--- src/rtl/irm_defs.svh ---
// Constants for the row memory I2C slave
`ifndef IRM_DEFS_SVH
`define IRM_DEFS_SVH

// Own slave address, upper seven bits of the address byte
`define IRM_SLAVE_ADDR     7'h50
// Clock period of mclk in ns
`define IRM_CLK_PERIOD_NS  4
// Default EEPROM commit time in ns
`define IRM_COMMIT_TIME_NS 5000000
// Bits per byte on the bus
`define IRM_BYTE_BITS      4'h8
// Field positions of a memory address
`define IRM_TABLE_BIT      7
`define IRM_ROW_LSB        2
// Bytes per row
`define IRM_ROW_BYTES      4
// Reset value of the address counter
`define IRM_CNT_RESET      8'h00

`endif

--- src/rtl/irm_pkg.sv ---
// Types for the row memory I2C slave
package irm_pkg;

  typedef struct packed {
    logic scl;
    logic sda;
    logic csn;
  } irm_pins_type;

  typedef enum logic [2:0] {
    ST_IDLE,
    ST_RX,
    ST_ACK,
    ST_TX,
    ST_MACK
  } irm_state_type;

  typedef enum logic [1:0] {
    BY_SLAVE,
    BY_MEMADDR,
    BY_DATA
  } irm_byte_type;

endpackage

--- src/rtl/irm_slave.sv ---
// I2C slave with row-organised EEPROM write commit and table read wrap
`timescale 1ns/1ns
`include "irm_defs.svh"

// Functional notes
// [RQ1] Master writes start, address, memaddr, data, stop
// [RQ2] Master writes at most four data bytes
// [RQ3] Accept one to four bytes, counter advances
// [RQ4] Write counter wraps inside its row
// [RQ5] Master stops and waits before next row
// [RQ6] Address not acknowledged during commit time
// [RQ7] Master polls address or waits full time
// [RQ8] Commit writes whole row, keeps old bytes
// [RQ9] Read returns byte at current counter
// [RQ10] Dummy write loads counter for reads
// [RQ11] Read counter advances per byte; ACK continues
// [RQ12] Read counter wraps within memory table
// [RQ13] Bytes MSB first; first byte is address
// [RQ14] Respond only to address 1010000, lsb direction
// [RQ15] Chip select low needed to respond
// [RQ16] Wrong address ignored until next start
// [RQ17] Second byte of write loads counter
// [RQ18] Busy from stop for commit duration

module irm_slave #(
  parameter int unsigned COMMIT_TIME_NS = `IRM_COMMIT_TIME_NS
) (
  // Clock and reset
  input  wire logic mclk,
  input  wire logic arst_n,
  // I2C bus pins
  input  wire logic scl_i,
  input  wire logic sda_i,
  output logic      sda_o,
  output logic      sda_oe,
  // Chip select pin
  input  wire logic bus_chip_select_n,
  // Status
  output logic      commit_busy
);

  // ****************************************************************
  // Constants and helpers
  // ****************************************************************
  localparam int unsigned COMMIT_CYCLES_RAW =
    (COMMIT_TIME_NS + `IRM_CLK_PERIOD_NS - 1) / `IRM_CLK_PERIOD_NS;
  localparam int unsigned COMMIT_CYCLES =
    (COMMIT_CYCLES_RAW < 1) ? 1 : COMMIT_CYCLES_RAW;
  localparam logic [31:0] COMMIT_LAST = 32'(COMMIT_CYCLES - 1);

  // Next read address: wraps to the first byte of the same table
  function automatic logic [7:0] rd_next(input logic [7:0] a);
    rd_next = {a[`IRM_TABLE_BIT], a[6:0] + 7'h01};  // [RQ12]
  endfunction

  // Next write address: wraps to the first byte of the same row
  function automatic logic [7:0] wr_next(input logic [7:0] a);
    wr_next = {a[7:`IRM_ROW_LSB], a[1:0] + 2'h1};  // [RQ4]
  endfunction

  // ****************************************************************
  // Pin synchronisers and bus conditions
  // ****************************************************************
  irm_pkg::irm_pins_type meta_ff;
  irm_pkg::irm_pins_type sync_ff;
  irm_pkg::irm_pins_type prev_ff;

  always_ff @(posedge mclk or negedge arst_n) begin
    if (!arst_n) begin
      meta_ff <= '{scl: 1'b1, sda: 1'b1, csn: 1'b1};
      sync_ff <= '{scl: 1'b1, sda: 1'b1, csn: 1'b1};
      prev_ff <= '{scl: 1'b1, sda: 1'b1, csn: 1'b1};
    end else begin
      meta_ff <= '{scl: scl_i, sda: sda_i, csn: bus_chip_select_n};
      sync_ff <= meta_ff;
      prev_ff <= sync_ff;
    end
  end

  logic scl_rise;
  logic scl_fall;
  logic bus_start;
  logic bus_stop;

  assign scl_rise  = sync_ff.scl & ~prev_ff.scl;
  assign scl_fall  = ~sync_ff.scl & prev_ff.scl;
  // SDA moving while SCL stays high marks start and stop
  assign bus_start = sync_ff.scl & prev_ff.scl & prev_ff.sda & ~sync_ff.sda;
  assign bus_stop  = sync_ff.scl & prev_ff.scl & ~prev_ff.sda & sync_ff.sda;

  // ****************************************************************
  // Memory, row buffer and address counter
  // ****************************************************************
  logic [7:0]               mem_ff [256];
  logic [7:0]               row_ff [`IRM_ROW_BYTES];
  logic [7:0]               cnt_ff;
  logic [5:0]               row_base_ff;
  logic                     dirty_ff;
  logic [31:0]              commit_cnt_ff;
  logic                     commit_busy_ff;

  irm_pkg::irm_state_type   state_ff;
  irm_pkg::irm_byte_type    byte_ff;
  logic [3:0]               bit_ff;
  logic [7:0]               shift_ff;
  logic                     rw_ff;
  logic                     more_ff;
  logic                     sda_oe_ff;
  logic                     sda_o_ff;

  logic                     byte_done;
  logic                     addr_ok;

  assign byte_done = (state_ff == irm_pkg::ST_RX) && scl_fall &&
                     (bit_ff == `IRM_BYTE_BITS);
  // Address match, chip selected and not committing
  assign addr_ok   = (shift_ff[7:1] == `IRM_SLAVE_ADDR) &&   // [RQ14]
                     !sync_ff.csn &&                          // [RQ15]
                     !commit_busy_ff;                         // [RQ6]

  // ****************************************************************
  // Byte engine
  // ****************************************************************
  always_ff @(posedge mclk or negedge arst_n) begin
    if (!arst_n) begin
      state_ff  <= irm_pkg::ST_IDLE;
      byte_ff   <= irm_pkg::BY_SLAVE;
      bit_ff    <= 4'h0;
      shift_ff  <= 8'h00;
      rw_ff     <= 1'b0;
      more_ff   <= 1'b0;
      sda_oe_ff <= 1'b0;
    end else if (bus_start) begin
      // First byte after any start is the address byte
      state_ff  <= irm_pkg::ST_RX;                           // [RQ13]
      byte_ff   <= irm_pkg::BY_SLAVE;
      bit_ff    <= 4'h0;
      sda_oe_ff <= 1'b0;
    end else if (bus_stop) begin
      state_ff  <= irm_pkg::ST_IDLE;
      sda_oe_ff <= 1'b0;
    end else begin
      unique case (state_ff)
        irm_pkg::ST_IDLE: begin
          sda_oe_ff <= 1'b0;                                  // [RQ16]
        end
        irm_pkg::ST_RX: begin
          if (scl_rise && bit_ff != `IRM_BYTE_BITS) begin
            shift_ff <= {shift_ff[6:0], sync_ff.sda};         // [RQ13]
            bit_ff   <= bit_ff + 4'h1;
          end else if (byte_done) begin
            if (byte_ff == irm_pkg::BY_SLAVE && !addr_ok) begin
              state_ff <= irm_pkg::ST_IDLE;                   // [RQ16]
            end else begin
              sda_oe_ff <= 1'b1;
              state_ff  <= irm_pkg::ST_ACK;
              if (byte_ff == irm_pkg::BY_SLAVE) begin
                rw_ff   <= shift_ff[0];                       // [RQ14]
                byte_ff <= irm_pkg::BY_MEMADDR;
              end else begin
                byte_ff <= irm_pkg::BY_DATA;
              end
            end
          end
        end
        irm_pkg::ST_ACK: begin
          if (scl_fall) begin
            if (rw_ff) begin
              // Read: present the MSB right after the ACK clock
              shift_ff  <= {mem_ff[cnt_ff][6:0], 1'b0};       // [RQ9]
              sda_oe_ff <= ~mem_ff[cnt_ff][7];
              bit_ff    <= 4'h1;
              state_ff  <= irm_pkg::ST_TX;
            end else begin
              sda_oe_ff <= 1'b0;
              bit_ff    <= 4'h0;
              state_ff  <= irm_pkg::ST_RX;
            end
          end
        end
        irm_pkg::ST_TX: begin
          if (scl_fall) begin
            if (bit_ff == `IRM_BYTE_BITS) begin
              sda_oe_ff <= 1'b0;
              state_ff  <= irm_pkg::ST_MACK;
            end else begin
              sda_oe_ff <= ~shift_ff[7];
              shift_ff  <= {shift_ff[6:0], 1'b0};
              bit_ff    <= bit_ff + 4'h1;
            end
          end
        end
        irm_pkg::ST_MACK: begin
          if (scl_rise) begin
            more_ff <= ~sync_ff.sda;                          // [RQ11]
          end else if (scl_fall) begin
            if (more_ff) begin
              shift_ff  <= {mem_ff[cnt_ff][6:0], 1'b0};       // [RQ11]
              sda_oe_ff <= ~mem_ff[cnt_ff][7];
              bit_ff    <= 4'h1;
              state_ff  <= irm_pkg::ST_TX;
            end else begin
              state_ff  <= irm_pkg::ST_IDLE;
            end
          end
        end
      endcase
    end
  end

  // ****************************************************************
  // Address counter and row buffer
  // ****************************************************************
  always_ff @(posedge mclk or negedge arst_n) begin
    if (!arst_n) begin
      cnt_ff      <= `IRM_CNT_RESET;
      row_base_ff <= 6'h00;
      dirty_ff    <= 1'b0;
      for (int i = 0; i < `IRM_ROW_BYTES; i++) begin
        row_ff[i] <= 8'h00;
      end
    end else if (bus_stop && dirty_ff) begin
      dirty_ff <= 1'b0;                                       // [RQ18]
    end else if (byte_done && !rw_ff &&
                 byte_ff == irm_pkg::BY_MEMADDR) begin
      cnt_ff      <= shift_ff;                                // [RQ17]
      row_base_ff <= shift_ff[7:`IRM_ROW_LSB];                // [RQ10]
      // Preload so untouched bytes keep their old contents
      for (int i = 0; i < `IRM_ROW_BYTES; i++) begin
        row_ff[i] <= mem_ff[{shift_ff[7:2], 2'(i)}];          // [RQ8]
      end
    end else if (byte_done && !rw_ff &&
                 byte_ff == irm_pkg::BY_DATA) begin
      row_ff[cnt_ff[1:0]] <= shift_ff;                        // [RQ3]
      cnt_ff              <= wr_next(cnt_ff);                 // [RQ4]
      dirty_ff            <= 1'b1;
    end else if (state_ff == irm_pkg::ST_TX && scl_fall &&
                 bit_ff == `IRM_BYTE_BITS) begin
      cnt_ff <= rd_next(cnt_ff);                              // [RQ11]
    end
  end

  // ****************************************************************
  // EEPROM commit
  // ****************************************************************
  always_ff @(posedge mclk or negedge arst_n) begin
    if (!arst_n) begin
      commit_busy_ff <= 1'b0;
      commit_cnt_ff  <= 32'h0000_0000;
    end else if (bus_stop && dirty_ff) begin
      commit_busy_ff <= 1'b1;                                 // [RQ18]
      commit_cnt_ff  <= 32'h0000_0000;
    end else if (commit_busy_ff) begin
      if (commit_cnt_ff == COMMIT_LAST) begin
        commit_busy_ff <= 1'b0;                               // [RQ6]
      end else begin
        commit_cnt_ff <= commit_cnt_ff + 32'h0000_0001;
      end
    end
  end

  // Whole row written at once at the end of the commit time;
  // an array without reset keeps the store small
  always_ff @(posedge mclk) begin
    if (commit_busy_ff && commit_cnt_ff == COMMIT_LAST) begin
      for (int i = 0; i < `IRM_ROW_BYTES; i++) begin
        mem_ff[{row_base_ff, 2'(i)}] <= row_ff[i];            // [RQ8]
      end
    end
  end

  // Open-drain data line only ever pulls low
  always_ff @(posedge mclk or negedge arst_n) begin
    if (!arst_n) begin
      sda_o_ff <= 1'b0;
    end else begin
      sda_o_ff <= 1'b0;
    end
  end

  assign sda_o       = sda_o_ff;
  assign sda_oe      = sda_oe_ff;
  assign commit_busy = commit_busy_ff;

endmodule

--- config.mk ---
export PLATFORM = sky130hd
export DESIGN_NAME = irm_slave
export DESIGN_NICKNAME = d
export VERILOG_FILES = /design/src/rtl/irm_pkg.sv /design/src/rtl/irm_slave.sv
export VERILOG_INCLUDE_DIRS = /design/src /design/src/rtl
export SDC_FILE = /design/constraint.sdc
export NUM_CORES = 2
export LEC_CHECK = 0
export BUFFER_PORTS_ARGS = -buffer_cell sky130_fd_sc_hd__buf_2
export CORE_AREA = 10 10 438 440
export DETAILED_ROUTE_END_ITERATION = 10
export DIE_AREA = 0 0 448 450
export GPL_ROUTABILITY_DRIVEN = 0
export PLACE_DENSITY_LB_ADDON = 0.08
export SLEW_MARGIN = 15
export SYNTH_ARGS = -nofsm -noshare
export SYNTH_HDL_FRONTEND = slang
export SYNTH_SLANG_ARGS = --single-unit
--- constraint.sdc ---
create_clock -name mclk -period 5.1 [get_ports mclk]
set_clock_uncertainty 0.1 [all_clocks]
set_input_delay 0.255 -clock mclk [delete_from_list [all_inputs] [get_ports mclk]]
set_output_delay 0.255 -clock mclk [all_outputs]
set_load 0.01 [all_outputs]
# Yosys cells after proc, flatten, opt, wreduce, memory -nomap -nowiden
# Memory sizes are Yosys's and may differ from the RTL's.
# Cells that the tools add are included.
# totals
register_bits,108
mem_bits_rw,2048
inputBits,5
memories,1
# memory_table
memory,depth,word_bits,rd,rd_ports_with_merged_regs,wr,line_no,source
mem_ff,256,8,5,0,4,irm_slave.sv:94,logic [7:0] mem_ff [256];
# classes
n_addsub,4
n_lt_le_gt_ge,2
eq_ne,40
muxes,72
n_bitwise,19
n_reduce_logical,43
# op_table
operator,n
$mux 32,5
$mux 8,10
$mux 4,9
$ne 4x4->1 const B,9
$add 32x1->32 const B,1
$bwmux 32,1
$eq 32x21->1 const B,1
$pmux 8 s4,1
$mux 3,9
$ne 2x2->1 const B,13
$mux 1,21
$mux 2,10
$ne 3x3->1 const B,6
$demux 8 s2,1
$pmux 4 s4,1
$reduce_and 8->1,2
$logic_and 1x1->1,14
$mux 7,2
$pmux 3 s4,1
$reduce_bool 2->1,6
$not 1->1,11
$reduce_and 11->1,1
$reduce_and 2->1,5
$reduce_and 9->1,1
other kinds (29),39

# Longest topological paths before layout
# depth
ltp_word,11
depth_mapped,13
ltp_nobuf,9

# Worst setup path before layout
# Ideal clock, no wire load.
# synth_path
kind,reg2reg
from,register commit_cnt_ff[25]
to,"memory mem_ff[248][0], enable pin"
arrival_ns,3.311
required_time_ns,4.579
slack_ns,1.268
path_stages_with_launch,7
synth_period_minus_slack_ns,3.832
path_cell_list,dfrtp_1 > or4b_2 > nor4_2 > nand3_1 > nor2_1 > nand3_1 > nor2_1
# synth_rtl
element,line_no,source
"start, declared",irm_slave.sv:99,logic [31:0] commit_cnt_ff;
"start signal, assigned",irm_slave.sv:257,commit_cnt_ff <= commit_cnt_ff + 32'h0000_0001;
"end, declared",irm_slave.sv:94,

==> flow_summary_export.csv <==
group,metric,value,unit
clock_network,cts_resized,0,
global_route,grt_max_degree,79,
synthesis,async_flop_share,5.01,%
global_route,busiest_layer,"met2",
setup_path,reg2reg_to,"mem_ff[144][7]",
power_and_ir_drop,seq_power_share,45.3,%
setup_path,cpPeakStageDelay,0.70,ns
cells_and_area,area_growth,11.7,%
clock_network,numCtsBuffers,219,
clock_network,clk_pin_slew_worst_paths,0.06,ns
timing,maxSlewHeadroom,13.4,%
outcome,status,"completed",
timing,hold_viol,0,
power_and_ir_drop,netSwitchingPower,11.9,mW
die,fp.dieW,448,um
clock_network,insertion_delay,0.89,ns
die,rows,157,
global_route,overflow,0,
die,dieArea,202000,sq um
timing,worstMarginPinSlew,1.29,ns
setup_path,cp_max_fo,16,
cells_and_area,nFillCells,12800,
clock_network,cts_sinks,2156,
synthesis,syn_area,100000,sq um
die,io_pins,8,
global_route,use_met1,44.1,%
setup_path,crit_slowest_cell,"or4b_2",
die,initial_core_util,54.8,%
synthesis,synth_seq_cells,2156,
synthesis,ys_types,80,
power_and_ir_drop,power-per-cell-area,385,nW/um^2
power_and_ir_drop,power.internal,31.2,mW
synthesis,ys.flop_type,"edfxtp_1",
timing,final_max_slew_viol_count,0,
global_route,antenna_found_initial,19,
global_route,first_global_vias,59600,
setup_path,critPathLaunchType,"flip-flop",
cells_and_area,final_cells,7992,
cells_and_area,mostFrequentLayoutCells,"2,048 x edfxtp_1, 956 x mux4_2, 388 x mux2i_1, 279 x buf_4, 220 x clkbuf_16",
placed_design,numPortBuffers,6,
power_and_ir_drop,peakVddDrop,0.000318,V
timing,min_period,4.45,ns
synthesis,yosys.area.top_type_share,61.5,%
route,drc_errors,0,
global_route,track_usage,32.5,%
cells_and_area,postLayoutCoreUtil,61.2,%
clock_network,post_cts_buffers,0,
synthesis,synth_area_leader_cell,"edfxtp_1",
die,core,183000,sq um
synthesis,seq_area_frac_synth,64.2,%
clock_network,tritoncts,"done",
cells_and_area,drive_gt1_share,31.7,%
setup_path,crit_buf_inv,2,
synthesis,syn_nets,5276,
timing,setup_tns,0,ns
timing,grt_setup_unrepaired,"no",
route,drt_first_pass_iters,6,
timing,setup_violations,0,
setup_path,reg2reg_from,"commit_cnt_ff[25]",
setup_path,reg2reg_depth,8,
global_route,met3_usage,10.7,%
synthesis,yosys_warnings,0,
clock_network,cts_hold_buf,9,
synthesis,syn_area_per_cell,19.0,sq um
setup_path,crit_required,5.56,ns
route,via_per_inst,7.43,
setup_path,crit_family,"simple AND/OR/NAND/NOR gates",
min_path,min_path_cells,0,
timing,fin_crit_sh,87.3,%
route,ant_nets,0,
power_and_ir_drop,sw_frac_of_total,27.6,%
placed_design,place_inst,7567,
min_path,min_path_type,"flip-flop to flip-flop",
route,post_drt_wl_per_cell,41.1,um
placed_design,place_area,104000,sq um
die,fp.dieH,450,um
setup_path,worstSetupPathType,"flip-flop to flip-flop",
cells_and_area,final_cell_area,112000,sq um
setup_path,crit_top_cell,"buf_4",
min_path,holdPathEnd,"sync_ff[0]",
global_route,met2_usage,47.8,%
clock_network,clk_path_buf_depth,3,
clock_network,root_buffer,"clkbuf_16",
power_and_ir_drop,pwr-share-clk,38.2,%
synthesis,synth.area.top_cells,"edfxtp_1 61%, mux4_2 22%, mux2i_1 3.9%",
power_and_ir_drop,power,43.1,mW
job,cap_violations,0,
global_route,grt_first_pass_wirelength,464000,um
synthesis,postSynthCellCount,5264,
setup_path,cp_cell_sequence,"or4b_2 -> nor4_2 -> nand3_1 -> nor2_1 -> nand2_1 -> buf_4 -> nor2_4 -> buf_4",
route,via_count,59400,
route,drtIter0Drc,9007,
power_and_ir_drop,combPwrFrac,16.5,%
min_path,min_from,"meta_ff[0]",
placed_design,dpl.hpwl,208000,um
timing,max_freq,0.225,GHz
setup_path,cp-end-kind,"flip-flop",
clock_network,htreeDepth,4,
route,wirelength,329000,um
cells_and_area,layout_commonest_cell,"edfxtp_1",
setup_path,r2r_setup_slack,0.65,ns
power_and_ir_drop,p_leak,30.0,nW
cells_and_area,fin_nets,5424,
synthesis,synth_edf_count,2048,
setup_path,worstPathArrival,4.92,ns
==> cell type report <==
| cell class | count | area (sq um) | area share [%] |
|---|---|---|---|
| Sequential cell | 2156 | 64300 | 57.5 |
| Multi-Input combinational cell | 2671 | 33900 | 30.4 |
| Clock buffer | 256 | 5640 | 5.05 |
| Timing Repair Buffer | 342 | 3210 | 2.87 |
| Tap cell | 2385 | 2980 | 2.67 |
| Clock inverter | 149 | 1600 | 1.43 |
| Inverter | 22 | 85.1 | 0.0761 |
| Antenna cell | 11 | 27.5 | 0.0246 |
==> state kept, by name, summed over array words and instances, names as in the netlist <==
register	count
rw_ff	1
sync_ff	3
row_base_ff	6
dirty_ff	1
row_ff	32
commit_busy	1
byte_ff	2
shift_ff	8
commit_cnt_ff	32
sda_oe	1
meta_ff	3
bit_ff	4
mem_ff	2048
more_ff	1
cnt_ff	8
prev_ff	2
state_ff	3
==> Yosys cell counts (7+ instances only) <==
cell type  count
mux2i_1      388
clkbuf_1     133
nand3b_1       8
nand3_1       42
o21ai_0      110
mux2_2         7
o211ai_1      17
buf_2        144
a211oi_1      49
a22oi_1       68
xor2_1        20
inv_1         18
a22o_1        42
o22ai_1       91
dfstp_2        8
nor4_1        19
a21oi_1      123
edfxtp_1    2048
o31ai_1       16
o221ai_1      56
nor3_1        21
buf_1         19
nor2_1       199
buf_6         42
a221oi_1      29
nand2b_1      13
a2111oi_0     23
and2_1        10
nand2_1      174
nand4_1       12
xnor2_1       13
a311oi_1       9
buf_4         75
nor2b_1       17
and3_1         8
dfrtp_1      100
a31oi_1       19
o21ai_1       12
ha_1           7
mux4_2       956
==> through the flow <==
stage,setup WS [ns],hold slack (ns)
2_1_floorplan,1.27,-0.141
4_1_cts,0.718,0.257
5_1_grt,0.513,0.259
6_report,0.646,0.257
3_5_place_dp,0.744,0.233
3_3_place_gp,0.727,0.232
==> logic make-up (layout without fill, tap and decap cells) <==
| logic type | Yosys count | after routing | share of synthesized area [%] |
|---|---|---|---|
| adder cells (fa/ha/maj) | 7 | 7 | 0.0875 |
| flip-flops | 2156 | 2156 | 64.2 |
| other | 1 | 12 | 0.00375 |
| multiplexers | 1351 | 1351 | 25.5 |
| AND/OR/NAND/NOR | 564 | 564 | 2.62 |
| XOR/XNOR | 33 | 33 | 0.289 |
| AO/OA/AOI/OAI | 715 | 715 | 4.90 |
| buffers and inverters | 437 | 769 | 2.44 |
==> per-layer routing <==
layer,routed length [um],vias to the layer above
met5,106,-
li1,-,22900
met2,147000,4374
met4,18000,16
met1,119000,31300
met3,43700,806
==> worst max-delay path by stage <==
stage | startpoint | to | depth (start not counted)
2_1_floorplan | commit_cnt_ff[25] | mem_ff[248][0] | 6
3_3_place_gp | commit_cnt_ff[25] | mem_ff[146][7] | 8
3_5_place_dp | shift_ff[3] | row_ff[15] | 7
4_1_cts | commit_cnt_ff[25] | mem_ff[147][7] | 8
5_1_grt | commit_cnt_ff[25] | mem_ff[144][3] | 8
6_report | commit_cnt_ff[25] | mem_ff[144][7] | 8
==> power groups by stage <==
stage                     logic (mW)  registers [mW]  clock network (mW)
after floorplan                 4.80            19.5                   0
after global placement          6.94            19.9                   0
after detailed placement        6.95            19.9                   0
after CTS                       6.97            19.5                16.6
after global routing            7.31            19.5                17.3
final                           7.12            19.5                16.4
(Power assumes the default switching activity.)
